File: src/shared/slave_mailbox_port_pkg.sv
// constants and carrier types for the byte-wide slave mailbox port
// Function
// - standard mode any bus, shared mode muxed only
// - select high: command/status, low: data registers
// - select from latched line one or address line
// - transfer completes on strobe rising edge
// - master data write clears empty, irq low
// - slave input read sets empty, irq high
// - slave output write sets full, irq high
// - master output read clears full, irq low
// - reads pipelined, data returned next read
// - base byte plus master byte addresses window
// - standard uses command irq, shared buffer irqs
// - master command write raises command irq
// - status bit1 input empty, bit0 output full
// - command irq with both flags set is error
// - drive bus on select and read low
// - data-input read returns output, status write hits command (refused in shared mode)
// - master irq output is active high
package slave_mailbox_port_pkg;
   localparam int          byte_w          = 8;
   localparam int          stat_ibe_bit    = 1;
   localparam int          stat_obf_bit    = 0;
   localparam int          stat_cbf_bit    = 2;
   localparam int          sync_stages     = 2;
   localparam logic [7:0]  byte_rst        = 8'h00;
   localparam logic [2:0]  strobe_rst      = 3'h7;

   // slave-side controls and accesses
   typedef struct packed {
      logic       port_enable;    // port active
      logic       shared_mode;    // shared memory mode
      logic       irq_mask_ibe;   // gate irq on input empty
      logic       irq_mask_obf;   // gate irq on output full
      logic [7:0] base_byte;      // upper window address
   } port_cfg_s;

   typedef struct packed {
      logic       rd_input;       // slave reads data input register
      logic       wr_output;      // slave writes data output register
      logic [7:0] wr_data;        // byte for data output register
      logic       clr_cmd_irq;    // slave acknowledges command irq
   } slave_access_s;

   typedef struct packed {
      logic       cmd_irq;        // command buffer full toward slave
      logic       ibe_irq;        // input buffer filled (shared mode)
      logic       obf_irq;        // output buffer emptied (shared mode)
      logic       error;          // command with both flags set
      logic [7:0] status;         // status register as slave sees it
      logic [7:0] input_byte;     // data input register
      logic [15:0] window_addr;   // base plus command byte
   } slave_view_s;
endpackage

File: src/verilog/slave_mailbox_port.sv
// slave mailbox port: master-facing byte port with handshake flags
`timescale 1ns/1ps
module slave_mailbox_port (
   input  wire logic                                clock,                  // 100 MHz system clock
   input  wire logic                                sys_rst,                // sync reset, high
   input  wire logic [7:0]                          port_byte_bus_in,       // byte bus sampled
   output logic      [7:0]                          port_byte_bus_out,      // byte bus driven
   output logic                                     port_byte_bus_oe_n,     // low while driving
   input  wire logic                                port_latch_input,       // ale or address line one
   input  wire logic                                port_select_n,          // chip select, low
   input  wire logic                                port_read_strobe_n,     // read strobe, low
   input  wire logic                                port_write_strobe_n,    // write strobe, low
   input  wire logic                                muxed_bus,              // 1 = multiplexed bus
   output logic                                     master_irq_out,         // master irq, high
   input  wire slave_mailbox_port_pkg::port_cfg_s     cfg,                    // slave configuration
   input  wire slave_mailbox_port_pkg::slave_access_s acc,                    // slave accesses
   output slave_mailbox_port_pkg::slave_view_s        view                    // slave-visible state
);
   // ****************************************
   // synchronization
   // ****************************************
   logic [2:0] strobe_s;
   logic       cs_n_s;
   logic       rd_n_s;
   logic       wr_n_s;
   logic       rd_n_d_reg;
   logic       wr_n_d_reg;
   logic       ale_d_reg;
   logic       ale_s1_reg;
   logic       ale_s2_reg;
   logic       lat_s1_reg;
   logic       lat_s2_reg;
   logic [7:0] bus_s1_reg;
   logic [7:0] bus_s2_reg;

   strobe_sync u_sync (
      .clock    (clock),
      .sys_rst  (sys_rst),
      .async_in ({port_select_n, port_read_strobe_n, port_write_strobe_n}),
      .sync_out (strobe_s)
   );
   assign cs_n_s = strobe_s[2];
   assign rd_n_s = strobe_s[1];
   assign wr_n_s = strobe_s[0];

   // data and latch input delayed to align with strobes
   always_ff @(posedge clock) begin
      if (sys_rst) begin
         bus_s1_reg <= slave_mailbox_port_pkg::byte_rst;
         bus_s2_reg <= slave_mailbox_port_pkg::byte_rst;
         lat_s1_reg <= 1'b0;
         lat_s2_reg <= 1'b0;
         ale_s1_reg <= 1'b0;
         ale_s2_reg <= 1'b0;
      end else begin
         bus_s1_reg <= port_byte_bus_in;
         bus_s2_reg <= bus_s1_reg;
         lat_s1_reg <= port_latch_input;
         lat_s2_reg <= lat_s1_reg;
         ale_s1_reg <= port_latch_input;
         ale_s2_reg <= ale_s1_reg;
      end
   end

   always_ff @(posedge clock) begin
      if (sys_rst) begin
         rd_n_d_reg <= 1'b1;
         wr_n_d_reg <= 1'b1;
         ale_d_reg  <= 1'b0;
      end else begin
         rd_n_d_reg <= rd_n_s;
         wr_n_d_reg <= wr_n_s;
         ale_d_reg  <= ale_s2_reg;
      end
   end

   // ****************************************
   // register select
   // ****************************************
   logic reg_sel_reg;
   logic reg_select_internal;
   logic ale_fall;
   logic rd_done;
   logic wr_done;

   assign ale_fall = ale_d_reg & ~ale_s2_reg;
   assign rd_done  = ~rd_n_d_reg & rd_n_s & ~cs_n_s;
   assign wr_done  = ~wr_n_d_reg & wr_n_s & ~cs_n_s;

   // line one latched on ale fall
   always_ff @(posedge clock) begin
      if (sys_rst) begin
         reg_sel_reg <= 1'b0;
      end else if (ale_fall) begin
         reg_sel_reg <= bus_s2_reg[1];
      end
   end

   assign reg_select_internal = (muxed_bus | cfg.shared_mode) ? reg_sel_reg : lat_s2_reg;

   // ****************************************
   // mailbox registers and flags
   // ****************************************
   logic [7:0] data_input_reg;
   logic [7:0] data_output_reg;
   logic [7:0] command_reg;
   logic       ibe_reg;
   logic       obf_reg;
   logic       cbf_reg;
   logic       ibe_irq_reg;
   logic       obf_irq_reg;
   logic       m_wr_data;
   logic       m_wr_cmd;
   logic       m_rd_data;

   // writes to status land in command, except in shared mode
   assign m_wr_data = cfg.port_enable & wr_done & ~reg_select_internal;
   assign m_wr_cmd  = cfg.port_enable & wr_done & reg_select_internal;
   // reads of data input return output
   assign m_rd_data = cfg.port_enable & rd_done & ~reg_select_internal;

   always_ff @(posedge clock) begin
      if (sys_rst) begin
         data_input_reg <= slave_mailbox_port_pkg::byte_rst;
      end else if (m_wr_data) begin
         data_input_reg <= bus_s2_reg;
      end
   end

   // shared mode takes low address on ale
   always_ff @(posedge clock) begin
      if (sys_rst) begin
         command_reg <= slave_mailbox_port_pkg::byte_rst;
      end else if (cfg.port_enable & cfg.shared_mode & ale_fall) begin
         command_reg <= bus_s2_reg;
      end else if (m_wr_cmd & ~cfg.shared_mode) begin
         command_reg <= bus_s2_reg;
      end
   end

   // slave fills output for next read
   always_ff @(posedge clock) begin
      if (sys_rst) begin
         data_output_reg <= slave_mailbox_port_pkg::byte_rst;
      end else if (acc.wr_output) begin
         data_output_reg <= acc.wr_data;
      end
   end

   always_ff @(posedge clock) begin
      if (sys_rst) begin
         ibe_reg <= 1'b1;
      end else if (m_wr_data) begin
         ibe_reg <= 1'b0;
      end else if (acc.rd_input) begin
         ibe_reg <= 1'b1;
      end
   end

   always_ff @(posedge clock) begin
      if (sys_rst) begin
         obf_reg <= 1'b0;
      end else if (acc.wr_output) begin
         obf_reg <= 1'b1;
      end else if (m_rd_data) begin
         obf_reg <= 1'b0;
      end
   end

   // only standard mode uses it; set beats clear
   always_ff @(posedge clock) begin
      if (sys_rst) begin
         cbf_reg <= 1'b0;
      end else if (m_wr_cmd & ~cfg.shared_mode) begin
         cbf_reg <= 1'b1;
      end else if (acc.clr_cmd_irq) begin
         cbf_reg <= 1'b0;
      end
   end

   // shared mode signals through buffer events
   always_ff @(posedge clock) begin
      if (sys_rst) begin
         ibe_irq_reg <= 1'b0;
         obf_irq_reg <= 1'b0;
      end else begin
         ibe_irq_reg <= cfg.shared_mode & m_wr_data;
         obf_irq_reg <= cfg.shared_mode & m_rd_data;
      end
   end

   // ****************************************
   // master interrupt and bus drive
   // ****************************************
   logic irq_next;

   always_comb begin
      irq_next = master_irq_out;
      if (m_wr_data | m_rd_data) begin
         irq_next = 1'b0;
      end else if ((acc.rd_input & cfg.irq_mask_ibe) | (acc.wr_output & cfg.irq_mask_obf)) begin
         irq_next = 1'b1;
      end
   end

   always_ff @(posedge clock) begin
      if (sys_rst) begin
         master_irq_out <= 1'b0;
      end else begin
         master_irq_out <= irq_next;
      end
   end

   logic [7:0] status_byte;
   // status: bit1 input empty, bit0 output full
   always_comb begin
      status_byte = slave_mailbox_port_pkg::byte_rst;
      status_byte[slave_mailbox_port_pkg::stat_ibe_bit] = ibe_reg;
      status_byte[slave_mailbox_port_pkg::stat_obf_bit] = obf_reg;
      status_byte[slave_mailbox_port_pkg::stat_cbf_bit] = ~cbf_reg;
   end

   // drive bus while select and read low
   always_ff @(posedge clock) begin
      if (sys_rst) begin
         port_byte_bus_out  <= slave_mailbox_port_pkg::byte_rst;
         port_byte_bus_oe_n <= 1'b1;
      end else begin
         port_byte_bus_out  <= reg_select_internal ? status_byte : data_output_reg;
         port_byte_bus_oe_n <= ~(cfg.port_enable & ~port_select_n & ~port_read_strobe_n);
      end
   end

   // both flags set at command is error
   always_ff @(posedge clock) begin
      if (sys_rst) begin
         view <= '0;
      end else begin
         view.cmd_irq     <= cbf_reg;
         view.ibe_irq     <= ibe_irq_reg;
         view.obf_irq     <= obf_irq_reg;
         view.error       <= cbf_reg & ibe_reg & obf_reg;
         view.status      <= status_byte;
         view.input_byte  <= data_input_reg;
         view.window_addr <= {cfg.base_byte, command_reg};
      end
   end
endmodule

File: src/verilog/strobe_sync.sv
// two-stage synchronizer for the master strobes
`timescale 1ns/1ps
module strobe_sync (
   input  wire logic       clock,    // system clock
   input  wire logic       sys_rst,  // sync reset, high
   input  wire logic [2:0] async_in, // raw strobes
   output logic      [2:0] sync_out  // synchronized strobes
);
   logic [2:0] meta_reg;

   // first stage feeds only the second stage
   always_ff @(posedge clock) begin
      if (sys_rst) begin
         meta_reg <= slave_mailbox_port_pkg::strobe_rst;
         sync_out <= slave_mailbox_port_pkg::strobe_rst;
      end else begin
         meta_reg <= async_in;
         sync_out <= meta_reg;
      end
   end
endmodule

File: config.mk
export PLATFORM = sky130hd
export DESIGN_NAME = slave_mailbox_port
export DESIGN_NICKNAME = d
export VERILOG_FILES = /design/src/shared/slave_mailbox_port_pkg.sv /design/src/verilog/slave_mailbox_port.sv /design/src/verilog/strobe_sync.sv
export SDC_FILE = /design/constraint.sdc
export NUM_CORES = 1
export LEC_CHECK = 0
export ABC_CLOCK_PERIOD_IN_PS = 1600
export CORE_MARGIN = 5
export CORE_UTILIZATION = 35
export CTS_BUF_LIST = sky130_fd_sc_hd__clkbuf_4 sky130_fd_sc_hd__clkbuf_8
export DETAILED_ROUTE_END_ITERATION = 6
export DONT_BUFFER_PORTS = 1
export GPL_ROUTABILITY_DRIVEN = 0
export GPL_TIMING_DRIVEN = 0
export SYNTH_ARGS = -nofsm -noshare
export SYNTH_HDL_FRONTEND = slang
export SYNTH_SLANG_ARGS = --single-unit
File: constraint.sdc
create_clock -name clock -period 1.6 [get_ports clock]
set_input_delay 0.24 -clock clock [delete_from_list [all_inputs] [get_ports clock]]
set_output_delay 0.24 -clock clock [all_outputs]
set_load 0.02 [all_outputs]
==> results of run 1 <==
==> report_power, final <==
part	internal, mW	total, mW	switching (mW)
Clock	0.768	1.59	0.822
Combinational	0.0971	0.185	0.0876
Sequential	2.51	2.57	0.0596
Total	3.37	4.34	0.970
==> cell usage in the layout, fill, tap and decap left out, drive strengths merged <==
cell,n
a211oi,1
a21oi,5
a221oi,1
a2bb2oi,1
and2,5
and3,2
buf,7
bufinv,1
clkbuf,19
clkinv,3
clkinvlp,1
conb,5
dfxtp,98
diode,1
dlygate4sd3,15
inv,9
mux2,2
mux2i,16
nand2,11
nand2b,16
nand3,3
nand4bb,2
nor2,14
nor2b,43
nor3,1
nor4b,1
nor4bb,1
o21ai,10
or2,8
or3b,2
==> final cells by class <==
class	instances	area, sq um	area share
Clock buffer	10	138	0.0387
Buffer	16	81.3	0.0229
Clock inverter	6	65.1	0.0183
Tap cell	108	135	0.0380
Antenna cell	1	2.50	0.000704
Timing Repair Buffer	15	150	0.0422
Sequential cell	98	1960	0.552
Inverter	8	30.0	0.00844
Multi-Input combinational cell	150	992	0.279
==> repair_timing <==
action | CTS | global route
gates resized for setup | 1 | 1
hold endpoints to repair | 13 | 3
hold buffers | 12 | 3
setup endpoints to repair | 7 | 4
==> critical path, delay by kind of cell, from the launching register on <==
family / cells / cell delay (ps)
AOI/OAI and AO/OA: 1 / 380
DFF: 1 / 330
muxes: 1 / 330
and+or+nand+nor: 2 / 360
==> worst paths after layout <==
path | endpoint | slack [ps]
setup / recovery | command_reg[6] | 80
hold / removal | bus_s1_reg[4] | 20
setup reg to reg | command_reg[6] | 80
hold reg to reg | u_sync.sync_out[2] | 410
==> logic make-up after synthesis <==
kind of cell | count (synthesis)
AO/OA/AOI/OAI | 18
buffers and inverters | 24
flip-flops | 98
multiplexers | 18
other | 1
AND/OR/NAND/NOR | 109
==> through the flow <==
step,hold slack (ps),setup TNS [ps],area [sq um],instances,util
floorplan,340,0,3050,272,-
global placement,343,-474,3190,380,0.371
detailed placement,346,-836,3190,380,0.371
CTS,0.680,0,3510,408,0.409
global route,0.283,0,3550,411,0.414
finish,19.6,0,3560,412,0.414
==> layer usage <==
metal,wire [microns],global-route usage
met5,0,0
met4,140,0.0598
met3,389,0.0460
met2,2490,0.152
met1,2450,0.144
==> flow_summary.ini, run 1 <==
[logic_synthesis]
synth_ff_type = dfxtp_1
seq_area_frac_synth = 0.646
yosys.area_share.simple = 0.214
async_flop_share = 0
yosysUniqueCellTypes = 33
synth-xor-area-share = 0
synth_top_family_by_area = simple AND/OR/NAND/NOR gates
synth_most_common_cell = dfxtp_1
synthMuxAreaShare = 0.0614
synth-adder-area-share = 0
synth_common_cells = 98 x dfxtp_1, 43 x nor2b_1, 16 x mux2i_1, 16 x nand2b_1, 14 x nor2_1
netlist.area_leader.share = 0.646
synthCells = 268
yosysTopAreaCell = dfxtp_1
ys_warn_count = 0
synth-compound-area-share = 0.0400
syn_area_per_cell_sq_um = 11.3
synth.cell_area_sq_um = 3040
synth_enable_flop_cells = 0
ys_seq_elements = 98
synth.area.top_cells = dfxtp_1 65%, nor2b_1 8.9%, mux2i_1 5.3%

[sta]
max_freq_mhz = 659
rsz0062_at_grt = no
fin_crit_sh = 0.949
slew_viol_final = 0
min_period_ps = 1520
relSlewSlack = 0.544
tightest_slew_ps = 683
setup_viol = 0
final_hold_viol_count = 0
setup_ws_ps = 81.9
skew_ps = 9.04

[global_route]
overflow = 0
track_usage = 0.110
grt_pass1_vias = 1684
grt_pass1_wl_microns = 8670
grt_max_degree = 17
antenna_found_initial = 1

[cts]
h-tree-depth = 3
clk_pin_slew_ps = 90
clock_latency_ps = 360
cts_tree = built
cts_buffers = 9
cts_root_buffer = clkbuf_8
clock_sinks = 98
clock_path_buffers = 2
cts_setup_buffers = 0

[routing]
drt_iter0_drc = 45
vias_per_cell = 4.23
antenna_left = 0
wl_per_cell_microns = 13.3
num_vias = 1743
wirelength_microns = 5470
drt_drc_violations_left = 0
first_pass_iters = 4

[pwr]
powerDensity_nw_per_um2 = 1220
vdd_drop_max_mv = 0.378
total_power_mw = 4.34
leakage_nw = 1.52

[critical_path]
r2r_start = lat_s2_reg
crit_required_ps = 1840
path_class = flop to flop
cp_max_fo = 9
worstPathCellList = or3b_4 > nand2_4 > a2bb2oi_4 > mux2_4
r2r_cells = 4
cp-start-kind = flop
slowest_delay_ps = 380
crit_slowest_cell = a2bb2oi_4
arrival_ps = 1760
end_kind = flop
crit_path_start = lat_s2_reg

[layout]
num-fill-cells = 847
top_register = view
finalNetCount = 336
final_layout_size_suffix_gt1_frac = 0.119
largest_reg_flops = 31
area_growth_pct = 17.1

[placement]
dp_hpwl_microns = 3890
port_buffers = 0
pre_cts_ws_ps = -61.4

[flow_run]
cap_violations = 0

[floorplan]
fp.dieW_microns = 103
start_util = 0.353
coreArea_sq_um = 8590
die_h_microns = 103
pin_count = 84
die_area_sq_um = 10600
rows = 34

[worst_hold_path]
min_path_type = input port to flop
hp-start = port_byte_bus_in[4]
min_path_cells = 1

[status]
status = complete, no violations
Power figures use the tool's default switching activity.
==> run 2: changes to the inputs <==
- ABC_CLOCK_PERIOD_IN_PS: 1600 -> 1470
- CORE_MARGIN: 5 -> 2
- clock period: 1.6 -> 1.47 ns (I/O delays scaled with it)
==> flow_summary.ini, run 2 (same netlist as run 1, synthesis figures left out) <==
[global_route]
gr-usage-met2 = 0.185
gr-usage-met1 = 0.152
grt_pass1_vias = 1806
antenna_found_initial = 0
grt_max_degree = 16
busiest_layer = met2
grt_pass1_wl_microns = 8850
track_usage = 0.119
grt_util_met3 = 0.0324
overflow = 0

[cts]
h-tree-depth = 3
clock_sinks = 98
cts_buffers = 9
cts_root_buffer = clkbuf_8
cts_tree = built
clk_pin_slew_ps = 90
clock_latency_ps = 340
clock_path_buffers = 2

[sta]
tightest_slew_ps = 672
min_period_ps = 1430
setup_ws_ps = 35.2
fin_crit_sh = 0.976
slew_viol_final = 0
hold_ws_ps = 12.4
rsz0062_at_grt = yes
setup_viol = 0
max_freq_mhz = 697
skew_ps = 7.66
relSlewSlack = 0.552
final_hold_viol_count = 0

[critical_path]
slowest_delay_ps = 350
end_kind = flop
r2r-end = command_reg[6]
crit_slowest_cell = dfxtp_1
r2r_cells = 5
crit_path_start = u_sync.sync_out[2]
arrival_ps = 1660
endpoint = command_reg[6]
r2r_start = u_sync.sync_out[2]
path_depth = 5
path_class = flop to flop
cp-start-kind = flop
r2r_slack_ps = 40
critPathTopFamily = simple AND/OR/NAND/NOR gates
crit_required_ps = 1700
timing.critical_path.buf_inv = 1
worstPathCellList = nand4bb_1 > nor2_4 > a2bb2oi_4 > buf_12 > mux2_4
cp_max_fo = 6

[placement]
port_buffers = 0
pre_cts_ws_ps = -146
dpl_cell_area_sq_um = 3180
dp_hpwl_microns = 3780

[routing]
num_vias = 1777
antenna_left = 0
drt_iter0_drc = 37
first_pass_iters = 4
wl_per_cell_microns = 13.0
vias_per_cell = 4.26
drt_drc_violations_left = 0
wirelength_microns = 5400

[pwr]
p_sw_mw = 1.02
vdd_drop_max_mv = 0.394
p_comb_frac = 0.042
pwr-share-clk = 0.391
leakage_nw = 1.58
pwr-share-seq = 0.567
total_power_mw = 4.93
swShare = 0.206
powerDensity_nw_per_um2 = 1340
intPower_mw = 3.92

[layout]
final_cell_mix = 97 x dfxtp_1, 43 x nor2b_1, 17 x dlygate4sd3_1, 16 x nand2b_1, 16 x mux2i_1
final_layout_size_suffix_gt1_frac = 0.147
area_growth_pct = 21.1
final_common_cell = dfxtp_1
n_antenna_cell = 0
stdcell_area_sq_um = 3680
finalNetCount = 345
top_register = view
largest_reg_flops = 31

[floorplan]
pin_count = 84
coreArea_sq_um = 8300
fp.dieW_microns = 97.1
start_util = 0.366
die_area_sq_um = 9430
die_h_microns = 97.1
rows = 33

[worst_hold_path]
hp-start = cfg[1]
min_path_type = input port to flop

[flow_run]
cap_violations = 0

[status]
status = complete, no violations
==> run 2: worst min-delay path by stage <==
stage	slack (ps)	to	cells after the start
after detailed placement	330	u_sync.meta_reg[2]	1
final	10	view[9]	1
after CTS	2	bus_s1_reg[4]	1
after global routing	5	bus_s1_reg[4]	1
after global placement	320	u_sync.meta_reg[2]	1
after floorplan	320	u_sync.meta_reg[2]	1
==> run 2: stage by stage <==
| step | instances | TNS [ps] | utilization |
|---|---|---|---|
| finish | 417 | 0 | 0.443 |
| global route | 417 | -27.4 | 0.443 |
| CTS | 417 | 0 | 0.441 |
| detailed placement | 377 | -2130 | 0.383 |
| global placement | 377 | -2310 | 0.383 |
| floorplan | 272 | 0 | - |
==> run 2: worst reg2reg max path, cell delays in order, from the launching register on <==
cell	delay, ps
dfxtp_1	350
nand4bb_1	290
nor2_4	180
a2bb2oi_4	80
buf_12	140
mux2_4	290
==> run 2: layout make-up <==
cell class	count	area, sq um
fill	821	4620
sequential	98	1960
multi-input combinational	150	1000
timing repair buffer	24	235
clock buffer	12	159
tap	105	131
buffer	16	81.3
clock inverter	4	73.8
inverter	8	30.0
==> run 2: per-layer routing <==
metal / part of all wire / routed length (microns) / vias up
li1: - / - / 921
met2: 0.48 / 2580 / 43
met1: 0.47 / 2520 / 809
met4: 0.011 / 58 / 0
met3: 0.045 / 244 / 4
met5: 0 / 0 / -
==> run 2: power groups by stage <==
stage | Clock, mW | Sequential [mW] | Combinational (mW)
after floorplan | 0 | 2.85 | 0.141
after CTS | 2.00 | 2.80 | 0.211
after global routing | 2.12 | 2.81 | 0.235
after global placement | 0 | 2.86 | 0.169
final | 1.93 | 2.80 | 0.209
after detailed placement | 0 | 2.86 | 0.172
==> run 2: what timing repair did <==
item / 4_1_cts / 5_1_grt
gates cloned: 0 / 0
gates resized for setup: 2 / 4
hold buffers: 17 / 0
pin swaps: 2 / 2
endpoints found under the hold margin: 18 / 0
buffers inserted: 7 / 0
endpoints found under the setup margin: 9 / 10
